[config.mk]
export PLATFORM = sky130hd
export DESIGN_NAME = cmas_core
export DESIGN_NICKNAME = d
export VERILOG_FILES = /design/src/cmas_pkg.sv /design/src/cmas_core.sv
export SDC_FILE = /design/constraint.sdc
export NUM_CORES = 2
export LEC_CHECK = 0
export BUFFER_PORTS_ARGS = -buffer_cell sky130_fd_sc_hd__buf_2
export CORE_AREA = 2 2 417 419
export DETAILED_ROUTE_END_ITERATION = 10
export DIE_AREA = 0 0 419 421
export PLACE_DENSITY_LB_ADDON = 0.1
export REMOVE_ABC_BUFFERS = 1
export SLEW_MARGIN = 20
export SYNTH_ARGS = -nofsm -noshare
export SYNTH_HDL_FRONTEND = slang
export SYNTH_SLANG_ARGS = --single-unit
[constraint.sdc]
create_clock -name mclk -period 4.5 [get_ports mclk]
set_input_delay 0 -clock mclk [delete_from_list [all_inputs] [get_ports mclk]]
set_output_delay 0 -clock mclk [all_outputs]
set_load 0.1 [all_outputs]
[src/cmas_pkg.sv]
package cmas_pkg;
   localparam int STK_DEPTH = 16;
   localparam int STK_W = 15;
   localparam int PC_W = 15;
   localparam int PM_AW = 11;
   localparam int PM_W = 14;
   localparam int BANK_W = 5;
   localparam int OFF_W = 7;
   localparam int GPR_N = 80;
   localparam int GPR_BANKS = 2;
   localparam int GPR_TOT = GPR_N * GPR_BANKS;
   localparam int COM_N = 16;
   localparam int NIB = 4;
   localparam int PM_BIT = 15;
   localparam logic [4:0] STK_FULL = 5'h10;
   localparam logic [4:0] STK_EMPTY = 5'h00;
   localparam logic [6:0] OFF_INDF0 = 7'h00;
   localparam logic [6:0] OFF_INDF1 = 7'h01;
   localparam logic [6:0] OFF_PCL = 7'h02;
   localparam logic [6:0] OFF_STATUS = 7'h03;
   localparam logic [6:0] OFF_FSR0L = 7'h04;
   localparam logic [6:0] OFF_FSR0H = 7'h05;
   localparam logic [6:0] OFF_FSR1L = 7'h06;
   localparam logic [6:0] OFF_FSR1H = 7'h07;
   localparam logic [6:0] OFF_BSR = 7'h08;
   localparam logic [6:0] OFF_WREG = 7'h09;
   localparam logic [6:0] OFF_PCLATH = 7'h0A;
   localparam logic [6:0] OFF_INTCON = 7'h0B;
   localparam logic [6:0] CORE_N = 7'h0C;
   localparam logic [6:0] GPR_LO = 7'h20;
   localparam logic [6:0] COM_LO = 7'h70;
   localparam logic [6:0] OFF_POWER_CONTROL_REG = 7'h16;
   localparam logic [4:0] BANK_POWER_CONTROL_REG = 5'h01;
   localparam logic [15:0] LIN_BASE = 16'h2000;
   localparam logic [2:0] LIN_TAG = 3'h1;
   localparam logic [3:0] TRAD_TAG = 4'h0;
   localparam int ST_C = 0;
   localparam int ST_DC = 1;
   localparam int ST_Z = 2;
   localparam int ST_PD = 3;
   localparam int ST_TO = 4;
   localparam logic [4:0] STATUS_RST = 5'h18;
   localparam int POWER_CONTROL_REG_OVF = 7;
   localparam int POWER_CONTROL_REG_UNF = 6;

   typedef enum logic [2:0] {
      RD_IDLE = 3'h1,
      RD_PM = 3'h2,
      RD_DONE = 3'h4
   } cmas_rd_e;

   typedef struct packed {
      logic push;
      logic pop;
      logic pc_load;
      logic [14:0] pc_next;
      logic alu_go;
      logic alu_arith;
      logic alu_sub;
      logic [7:0] alu_a;
      logic [7:0] alu_b;
      logic clear_watchdog_op;
      logic sleep;
      logic wdt_to;
   } cmas_op_s;
endpackage

[src/cmas_core.sv]
// Local design decisions: the register offsets and the Avalon-MM slave port.
`timescale 1ns/1ps
module cmas_core (
   input wire logic mclk,
   input wire logic rst,
   input wire logic [6:0] avs_address,
   input wire logic avs_read,
   input wire logic avs_write,
   input wire logic [7:0] avs_writedata,
   output logic [7:0] avs_readdata,
   output logic avs_waitrequest,
   input wire cmas_pkg::cmas_op_s op,
   input wire logic stk_rst_en,
   output logic [10:0] pm_addr,
   input wire logic [13:0] pm_data,
   output logic [10:0] prog_addr,
   output logic [7:0] alu_result,
   output logic stk_rst
);
   logic [15:0] fsr0_q, fsr1_q, addr;
   logic [4:0] bsr_q, st_q, cnt_q;
   logic [7:0] wreg_q, pclath_q, intcon_q, alu_q, rdata_q, rd_val;
   logic [14:0] pc_q;
   logic [7:0] ram_q [cmas_pkg::GPR_TOT];
   logic [7:0] com_q [cmas_pkg::COM_N];
   logic [14:0] stk_q [cmas_pkg::STK_DEPTH];
   logic ovf_q, unf_q, stk_rst_q;
   logic [10:0] pm_addr_q;
   cmas_pkg::cmas_rd_e rd_q;
   logic pm_sel, trad, core_hit, gpr_hit, com_hit, power_control_reg_hit;
   logic [6:0] off;
   logic [7:0] gidx;
   logic [3:0] cidx;
   logic wr_core, wr_ram, wr_com, wr_power_control_reg;
   logic push_ok, pop_ok, ovf_ev, unf_ev;
   logic [7:0] bb, alu_res;
   logic [8:0] sum9;
   logic [4:0] sum5;

   // indirect ports redirect the access through a pointer
   always_comb begin
      if (avs_address == cmas_pkg::OFF_INDF0) begin
         addr = fsr0_q;
      end else if (avs_address == cmas_pkg::OFF_INDF1) begin
         addr = fsr1_q;
      end else begin
         addr = {4'h0, bsr_q, avs_address};
      end
   end

   always_comb begin
      off = addr[6:0];
      pm_sel = addr[cmas_pkg::PM_BIT];
      trad = addr[15:12] == cmas_pkg::TRAD_TAG;
      core_hit = trad && (off < cmas_pkg::CORE_N);
      com_hit = trad && (off >= cmas_pkg::COM_LO);
      cidx = off[3:0];
      power_control_reg_hit = trad && (addr[11:7] == cmas_pkg::BANK_POWER_CONTROL_REG)
         && (off == cmas_pkg::OFF_POWER_CONTROL_REG);
      gidx = 8'h00;
      gpr_hit = 1'b0;
      if (trad && off >= cmas_pkg::GPR_LO && off < cmas_pkg::COM_LO
          && int'(addr[11:7]) < cmas_pkg::GPR_BANKS) begin
         gpr_hit = 1'b1;
         gidx = 8'(int'(addr[11:7]) * cmas_pkg::GPR_N
            + int'(off - cmas_pkg::GPR_LO));
      end else if (addr[15:13] == cmas_pkg::LIN_TAG
          && int'(addr - cmas_pkg::LIN_BASE) < cmas_pkg::GPR_TOT) begin
         gpr_hit = 1'b1;
         gidx = 8'(addr - cmas_pkg::LIN_BASE);
      end
   end

   // unmapped locations, including unimplemented special registers, read zero
   always_comb begin
      rd_val = 8'h00;
      if (core_hit) begin
         case (off)
            cmas_pkg::OFF_PCL: rd_val = pc_q[7:0];
            cmas_pkg::OFF_STATUS: rd_val = {3'h0, st_q};
            cmas_pkg::OFF_FSR0L: rd_val = fsr0_q[7:0];
            cmas_pkg::OFF_FSR0H: rd_val = fsr0_q[15:8];
            cmas_pkg::OFF_FSR1L: rd_val = fsr1_q[7:0];
            cmas_pkg::OFF_FSR1H: rd_val = fsr1_q[15:8];
            cmas_pkg::OFF_BSR: rd_val = {3'h0, bsr_q};
            cmas_pkg::OFF_WREG: rd_val = wreg_q;
            cmas_pkg::OFF_PCLATH: rd_val = pclath_q;
            cmas_pkg::OFF_INTCON: rd_val = intcon_q;
            default: rd_val = 8'h00;
         endcase
      end else if (gpr_hit) begin
         rd_val = ram_q[gidx];
      end else if (com_hit) begin
         rd_val = com_q[cidx];
      end else if (power_control_reg_hit) begin
         rd_val = {ovf_q, unf_q, 6'h00};
      end
   end

   // code space is read-only from the data side
   always_comb begin
      wr_core = avs_write && core_hit;
      wr_ram = avs_write && gpr_hit && !pm_sel;
      wr_com = avs_write && com_hit;
      wr_power_control_reg = avs_write && power_control_reg_hit;
   end

   // read sequencer; a code fetch adds one wait state
   always_ff @(posedge mclk) begin
      if (rst) begin
         rd_q <= cmas_pkg::RD_IDLE;
         rdata_q <= 8'h00;
         pm_addr_q <= 11'h000;
      end else begin
         case (rd_q)
            cmas_pkg::RD_IDLE: begin
               if (avs_read && pm_sel) begin
                  pm_addr_q <= addr[10:0];
                  rd_q <= cmas_pkg::RD_PM;
               end else if (avs_read) begin
                  rdata_q <= rd_val;
                  rd_q <= cmas_pkg::RD_DONE;
               end
            end
            cmas_pkg::RD_PM: begin
               rdata_q <= pm_data[7:0];
               rd_q <= cmas_pkg::RD_DONE;
            end
            cmas_pkg::RD_DONE: begin
               rd_q <= cmas_pkg::RD_IDLE;
            end
            default: rd_q <= cmas_pkg::RD_IDLE;
         endcase
      end
   end

   assign avs_waitrequest = avs_read && (rd_q != cmas_pkg::RD_DONE);
   assign avs_readdata = rdata_q;
   assign pm_addr = pm_addr_q;

   always_ff @(posedge mclk) begin
      if (rst) begin
         fsr0_q <= 16'h0000;
         fsr1_q <= 16'h0000;
         bsr_q <= 5'h00;
         wreg_q <= 8'h00;
         pclath_q <= 8'h00;
         intcon_q <= 8'h00;
      end else if (wr_core) begin
         case (off)
            cmas_pkg::OFF_FSR0L: fsr0_q[7:0] <= avs_writedata;
            cmas_pkg::OFF_FSR0H: fsr0_q[15:8] <= avs_writedata;
            cmas_pkg::OFF_FSR1L: fsr1_q[7:0] <= avs_writedata;
            cmas_pkg::OFF_FSR1H: fsr1_q[15:8] <= avs_writedata;
            cmas_pkg::OFF_BSR: bsr_q <= avs_writedata[4:0];
            cmas_pkg::OFF_WREG: wreg_q <= avs_writedata;
            cmas_pkg::OFF_PCLATH: pclath_q <= avs_writedata;
            cmas_pkg::OFF_INTCON: intcon_q <= avs_writedata;
            default: ;
         endcase
      end
   end

   // general RAM has no reset; software must initialise it
   always_ff @(posedge mclk) begin
      if (wr_ram) begin
         ram_q[gidx] <= avs_writedata;
      end
      if (wr_com) begin
         com_q[cidx] <= avs_writedata;
      end
   end

   always_comb begin
      push_ok = op.push && !op.pop && cnt_q != cmas_pkg::STK_FULL;
      pop_ok = op.pop && cnt_q != cmas_pkg::STK_EMPTY;
      ovf_ev = op.push && !op.pop && cnt_q == cmas_pkg::STK_FULL;
      unf_ev = op.pop && cnt_q == cmas_pkg::STK_EMPTY;
   end

   always_ff @(posedge mclk) begin
      if (rst) begin
         cnt_q <= cmas_pkg::STK_EMPTY;
      end else if (push_ok) begin
         stk_q[cnt_q[3:0]] <= pc_q;
         cnt_q <= cnt_q + 5'h01;
      end else if (pop_ok) begin
         cnt_q <= cnt_q - 5'h01;
      end
   end

   always_ff @(posedge mclk) begin
      if (rst) begin
         pc_q <= 15'h0000;
      end else if (pop_ok) begin
         pc_q <= stk_q[4'(cnt_q - 5'h01)];
      end else if (op.pc_load) begin
         pc_q <= op.pc_next;
      end else if (wr_core && off == cmas_pkg::OFF_PCL) begin
         pc_q <= {pclath_q[6:0], avs_writedata};
      end
   end

   assign prog_addr = pc_q[10:0];

   // a new error wins over a software clear in the same cycle
   always_ff @(posedge mclk) begin
      if (rst) begin
         ovf_q <= 1'b0;
         unf_q <= 1'b0;
         stk_rst_q <= 1'b0;
      end else begin
         ovf_q <= ovf_ev
            || (wr_power_control_reg ? avs_writedata[cmas_pkg::POWER_CONTROL_REG_OVF] : ovf_q);
         unf_q <= unf_ev
            || (wr_power_control_reg ? avs_writedata[cmas_pkg::POWER_CONTROL_REG_UNF] : unf_q);
         stk_rst_q <= stk_rst_en && (ovf_ev || unf_ev);
      end
   end

   assign stk_rst = stk_rst_q;

   always_comb begin
      bb = op.alu_sub ? ~op.alu_b : op.alu_b;
      sum9 = {1'b0, op.alu_a} + {1'b0, bb} + {8'h00, op.alu_sub};
      sum5 = {1'b0, op.alu_a[cmas_pkg::NIB-1:0]}
         + {1'b0, bb[cmas_pkg::NIB-1:0]} + {4'h0, op.alu_sub};
      alu_res = op.alu_arith ? sum9[7:0] : op.alu_a;
   end

   always_ff @(posedge mclk) begin
      if (rst) begin
         alu_q <= 8'h00;
      end else if (op.alu_go) begin
         alu_q <= alu_res;
      end
   end

   assign alu_result = alu_q;

   // result flags take priority over a direct write to the same bits
   // one process owns the whole status word, so it has a single driver
   always_ff @(posedge mclk) begin
      if (rst) begin
         st_q <= cmas_pkg::STATUS_RST;
      end else begin
         if (op.alu_go) begin
            st_q[cmas_pkg::ST_Z] <= alu_res == 8'h00;
            if (op.alu_arith) begin
               st_q[cmas_pkg::ST_DC] <= sum5[cmas_pkg::NIB];
               st_q[cmas_pkg::ST_C] <= sum9[8];
            end
         end else if (wr_core && off == cmas_pkg::OFF_STATUS) begin
            // bus writes reach only the three result flags
            st_q[2:0] <= avs_writedata[2:0];
         end
         // only core events move timeout and power-down
         if (op.clear_watchdog_op) begin
            st_q[cmas_pkg::ST_PD] <= 1'b1;
         end else if (op.sleep) begin
            st_q[cmas_pkg::ST_PD] <= 1'b0;
         end
         if (op.wdt_to) begin
            st_q[cmas_pkg::ST_TO] <= 1'b0;
         end else if (op.clear_watchdog_op || op.sleep) begin
            st_q[cmas_pkg::ST_TO] <= 1'b1;
         end
      end
   end
endmodule

==> results.cfg <==
[cells_and_area]
area.sequential_mm2 = 0.0499
final_cell_count_no_fill = 8098
footprint_of_the_multi_input_gates_mm2 = 0.0172
net_count_final = 5720
layout.cell_area.non_filler_mm2 = 0.0837
syn2layout_area_growth_pct = 22.4
num-fill-cells = 15100
post_route_cells_drive_above_1_share = 0.205

[synth]
yosys.area_share.simple = 0.0837
synth-xor-area-share = 0.00320
synth_area_per_cell_um2 = 14.0
synth-edff-count = 1584
synth_largest_area_cell = sky130_fd_sc_hd__edfxtp_1
synth_compound_gate_area_share = 0.120
netlist-cell-type-count = 82
main_combinational_cell_family_by_area_after_synthesis = compound AO/OA/AOI/OAI gates
synth.top_cell.area_share = 0.696
postSynthCellCount = 4885
asr_flop_ratio_synth = 0
synth_area_leaders = sky130_fd_sc_hd__edfxtp_1 70%, sky130_fd_sc_hd__nand2_1 3.4%, sky130_fd_sc_hd__dfxtp_1 3.4%
synth.ff_latch_count = 1699
yosys_most_used_dff = sky130_fd_sc_hd__edfxtp_1
muxShareOfSynthArea = 0.0382
ys_seq_area_frac = 0.730
mappedNetlistArea_mm2 = 0.0684
yosys_warnings = 0
adder_cell_fraction_of_synth_area = 0.00370

[clock_tree]
clock_path_buffers = 3
cts_setup_buffers = 0
cts_inserted_buffers = 181
tritoncts = built
insertion_delay_ns = 0.86
ctsHtreeMaxLevel = 4
cts.sink_count = 1699
cts-root-buf = sky130_fd_sc_hd__clkbuf_16
cts.reportedPaths.clkPinSlew_ns = 0.06

[drt]
routed-via-count = 47900
post_drt_wl_per_cell_um = 32.0
post_detailed_route_count_of_antenna_violating_nets = 0
routed_wirelength_mm = 259
detail_route.iter0.violations = 6001
viasPerCell = 5.91
firstDrtPassIters = 7
remaining_drc_errors = 0

[floorplanning]
die_x_um = 419
num_rows = 153
starting_utilization_of_the_core_area = 0.396
die_y_um = 421
die_outline_area_mm2 = 0.176
pin_count = 114
coreArea_mm2 = 0.172

[hold_path]
min_path_type = in2reg
holdPathStages = 7

[placed_design]
placement.io_buffers = 103
postPlaceCellArea_mm2 = 0.0771
gp_routability_congestion = 0.958
hpwl_mm = 169
placedCellCount = 7688

[timing]
unrepaired_setup_endpoints_after_global_routing = false
fin_crit_ns = 4.46
max_clock_freq_mhz = 224
fin_setup_tns_ns = 0
max_slew.worst_pin.slew_ns = 1.02
worst_slew_margin_rel = 0.319
period_share = 0.991
setup-violations-final = 0
finalMaxSlewViolations = 0
clock-skew-final_ns = 0.0612
timing.final.hold_violations = 0
fin_hold_ws_ns = 0.0740

[grt]
grt.overflow.total = 0
first_global_vias = 46400
grt_pass1_wl_mm = 361
grt_start_max_net_pins = 124
antenna_found_initial = 9
track_usage = 0.290

[job]
max_cap_violations = 0

[power]
netSwitchingFraction = 0.264
power.density_cell_area_mw_per_mm2 = 450
p_int_mw = 27.7
p_switching_mw = 9.94
static_leakage_nw = 28.5
combinational_power_share = 0.138
sequential_cell_fraction_of_total_power = 0.475
power.clock.fraction = 0.387
irDropWorstVdd_uv = 418
fin_total_pwr_mw = 37.6

[worst_setup_path]
cp_slowest_cell = sky130_fd_sc_hd__a211oi_1
worst_path_fanout_max = 23
end_kind = flip-flop
critical_path.startpoint_type = flip-flop
path_delay_family = compound AO/OA/AOI/OAI gates
criticalPathCategory = reg2reg
number_of_cells_on_the_worst_reg_to_reg_path = 15
crit_required_ns = 5.26
timing.critical_path.depth = 15
crit_path_max_incr_delay_ns = 0.76
crit_buf_inv = 4
worstPathCellList = nor3_1 > nand4_1 > a211o_1 > buf_4 > buf_4 > nor2_4 > buf_4 > o21ai_0 > and2_0 > nand2_1 > a221oi_1 > buf_4 > a211oi_1 > a2111oi_0 > a211oi_1
timing.critical_path.arrival_ns = 5.22
cp_common_cell = sky130_fd_sc_hd__buf_4

[status]
run_status = completed
## worst reg2reg max path: cells and delay by family (launching register included)
| kind | cells | cell delay, ns |
|---|---|---|
| compound gates | 6 | 1.89 |
| simple gates | 5 | 1.14 |
| buf+inv | 4 | 1.00 |
| flops | 1 | 0.36 |
## power by group through the flow
stage	sequential [mW]	clock (mW)	combinational, mW
finish	17.9	14.6	5.20
detailed placement	18.2	0	5.10
floorplan	18.5	0	2.30
global placement	18.2	0	5.10
global route	17.9	15.4	5.45
CTS	17.9	14.8	5.20
## metrics by stage
step / worst slack, ns / util
after CTS: 0.0410 / 0.485
after detailed placement: -0.291 / 0.447
after global routing: 0.00622 / 0.485
after global placement: -0.402 / 0.447
after floorplan: -9.70 / -
final: 0.0421 / 0.485
## path summary, 6_finish.rpt
path                           start                      endpoint  slack [ns]
max           fsr0_q[9]$_SDFFE_PP0P_  avs_readdata[6]$_SDFFE_PP0P_        0.04
min                   avs_address[1]       pm_addr[8]$_SDFFE_PP0P_        0.07
max reg2reg   fsr0_q[9]$_SDFFE_PP0P_  avs_readdata[6]$_SDFFE_PP0P_        0.04
min reg2reg  pm_addr[2]$_SDFFE_PP0P_       pm_addr[2]$_SDFFE_PP0P_        0.48
## cell usage in the layout (no fill, tap or decap), drive strengths merged, types with 55 or more instances in the layout
master / n
edfxtp: 1584
buf: 813
nand2: 616
nor2: 404
o21ai: 307
a21oi: 282
clkbuf: 238
a22oi: 136
mux2i: 126
dfxtp: 115
nand3: 109
a222oi: 86
dlygate4sd3: 81
a221oi: 73
clkinv: 73
a211oi: 57
nor3: 56
mux4: 55
## cells in the mapped netlist (all sizes together), types with 55 or more instances
master and count:
a211oi 57, a221oi 73, buf 108, clkbuf 227
mux2i 126, mux4 55, dfxtp 115, a22oi 136
a222oi 86, edfxtp 1584, nor2 404, a21oi 282
nand3 109, nand2 616, o21ai 307, nor3 56
## flip-flops by register name, indices dropped and copies added, names as in the netlist
| name | count |
|---|---|
| intcon_q | 8 |
| ovf_q | 1 |
| stk_q | 176 |
| pclath_q | 8 |
| pm_addr | 11 |
| avs_readdata | 8 |
| alu_result | 8 |
| ram_q | 1280 |
| fsr0_q | 16 |
| stk_rst | 1 |
| rd_q | 3 |
| st_q | 5 |
| bsr_q | 5 |
| fsr1_q | 16 |
| cnt_q | 5 |
| com_q | 128 |
| wreg_q | 8 |
| pc_q | 11 |
| unf_q | 1 |
## area by class of cell
type	instances	area share
diodes	2	0.0000598
clock buffers	238	0.0584
clock inverters	89	0.00985
inverters	45	0.00202
multi-input cells	2806	0.206
flip-flops and latches	1699	0.596
well taps	2325	0.0348
repair buffers	894	0.0930
## timing repair
action | 4_1_cts | 5_1_grt
hold buffers | 81 | 0
hold endpoints to repair | 893 | 0
resized for setup | 1 | 5
endpoints found under the setup margin | 1 | 705
cloned | 0 | 0
## layer usage
layer | vias to the layer above | global-route usage | wire [um]
li1 | 20400 | - | -
met3 | 479 | 0.0482 | 19700
met2 | 2313 | 0.449 | 118000
met5 | - | 0 | 0
met1 | 24600 | 0.398 | 108000
met4 | 0 | 0.140 | 13600
## cell families after synthesis
kind of cell    count (synthesis)
flops                        1699
xor+xnor                       25
fa+ha+maj                      19
buf+inv                       380
mux                           191
simple gates                 1340
compound gates               1231
Note: power is estimated with default switching activity, not from simulation.
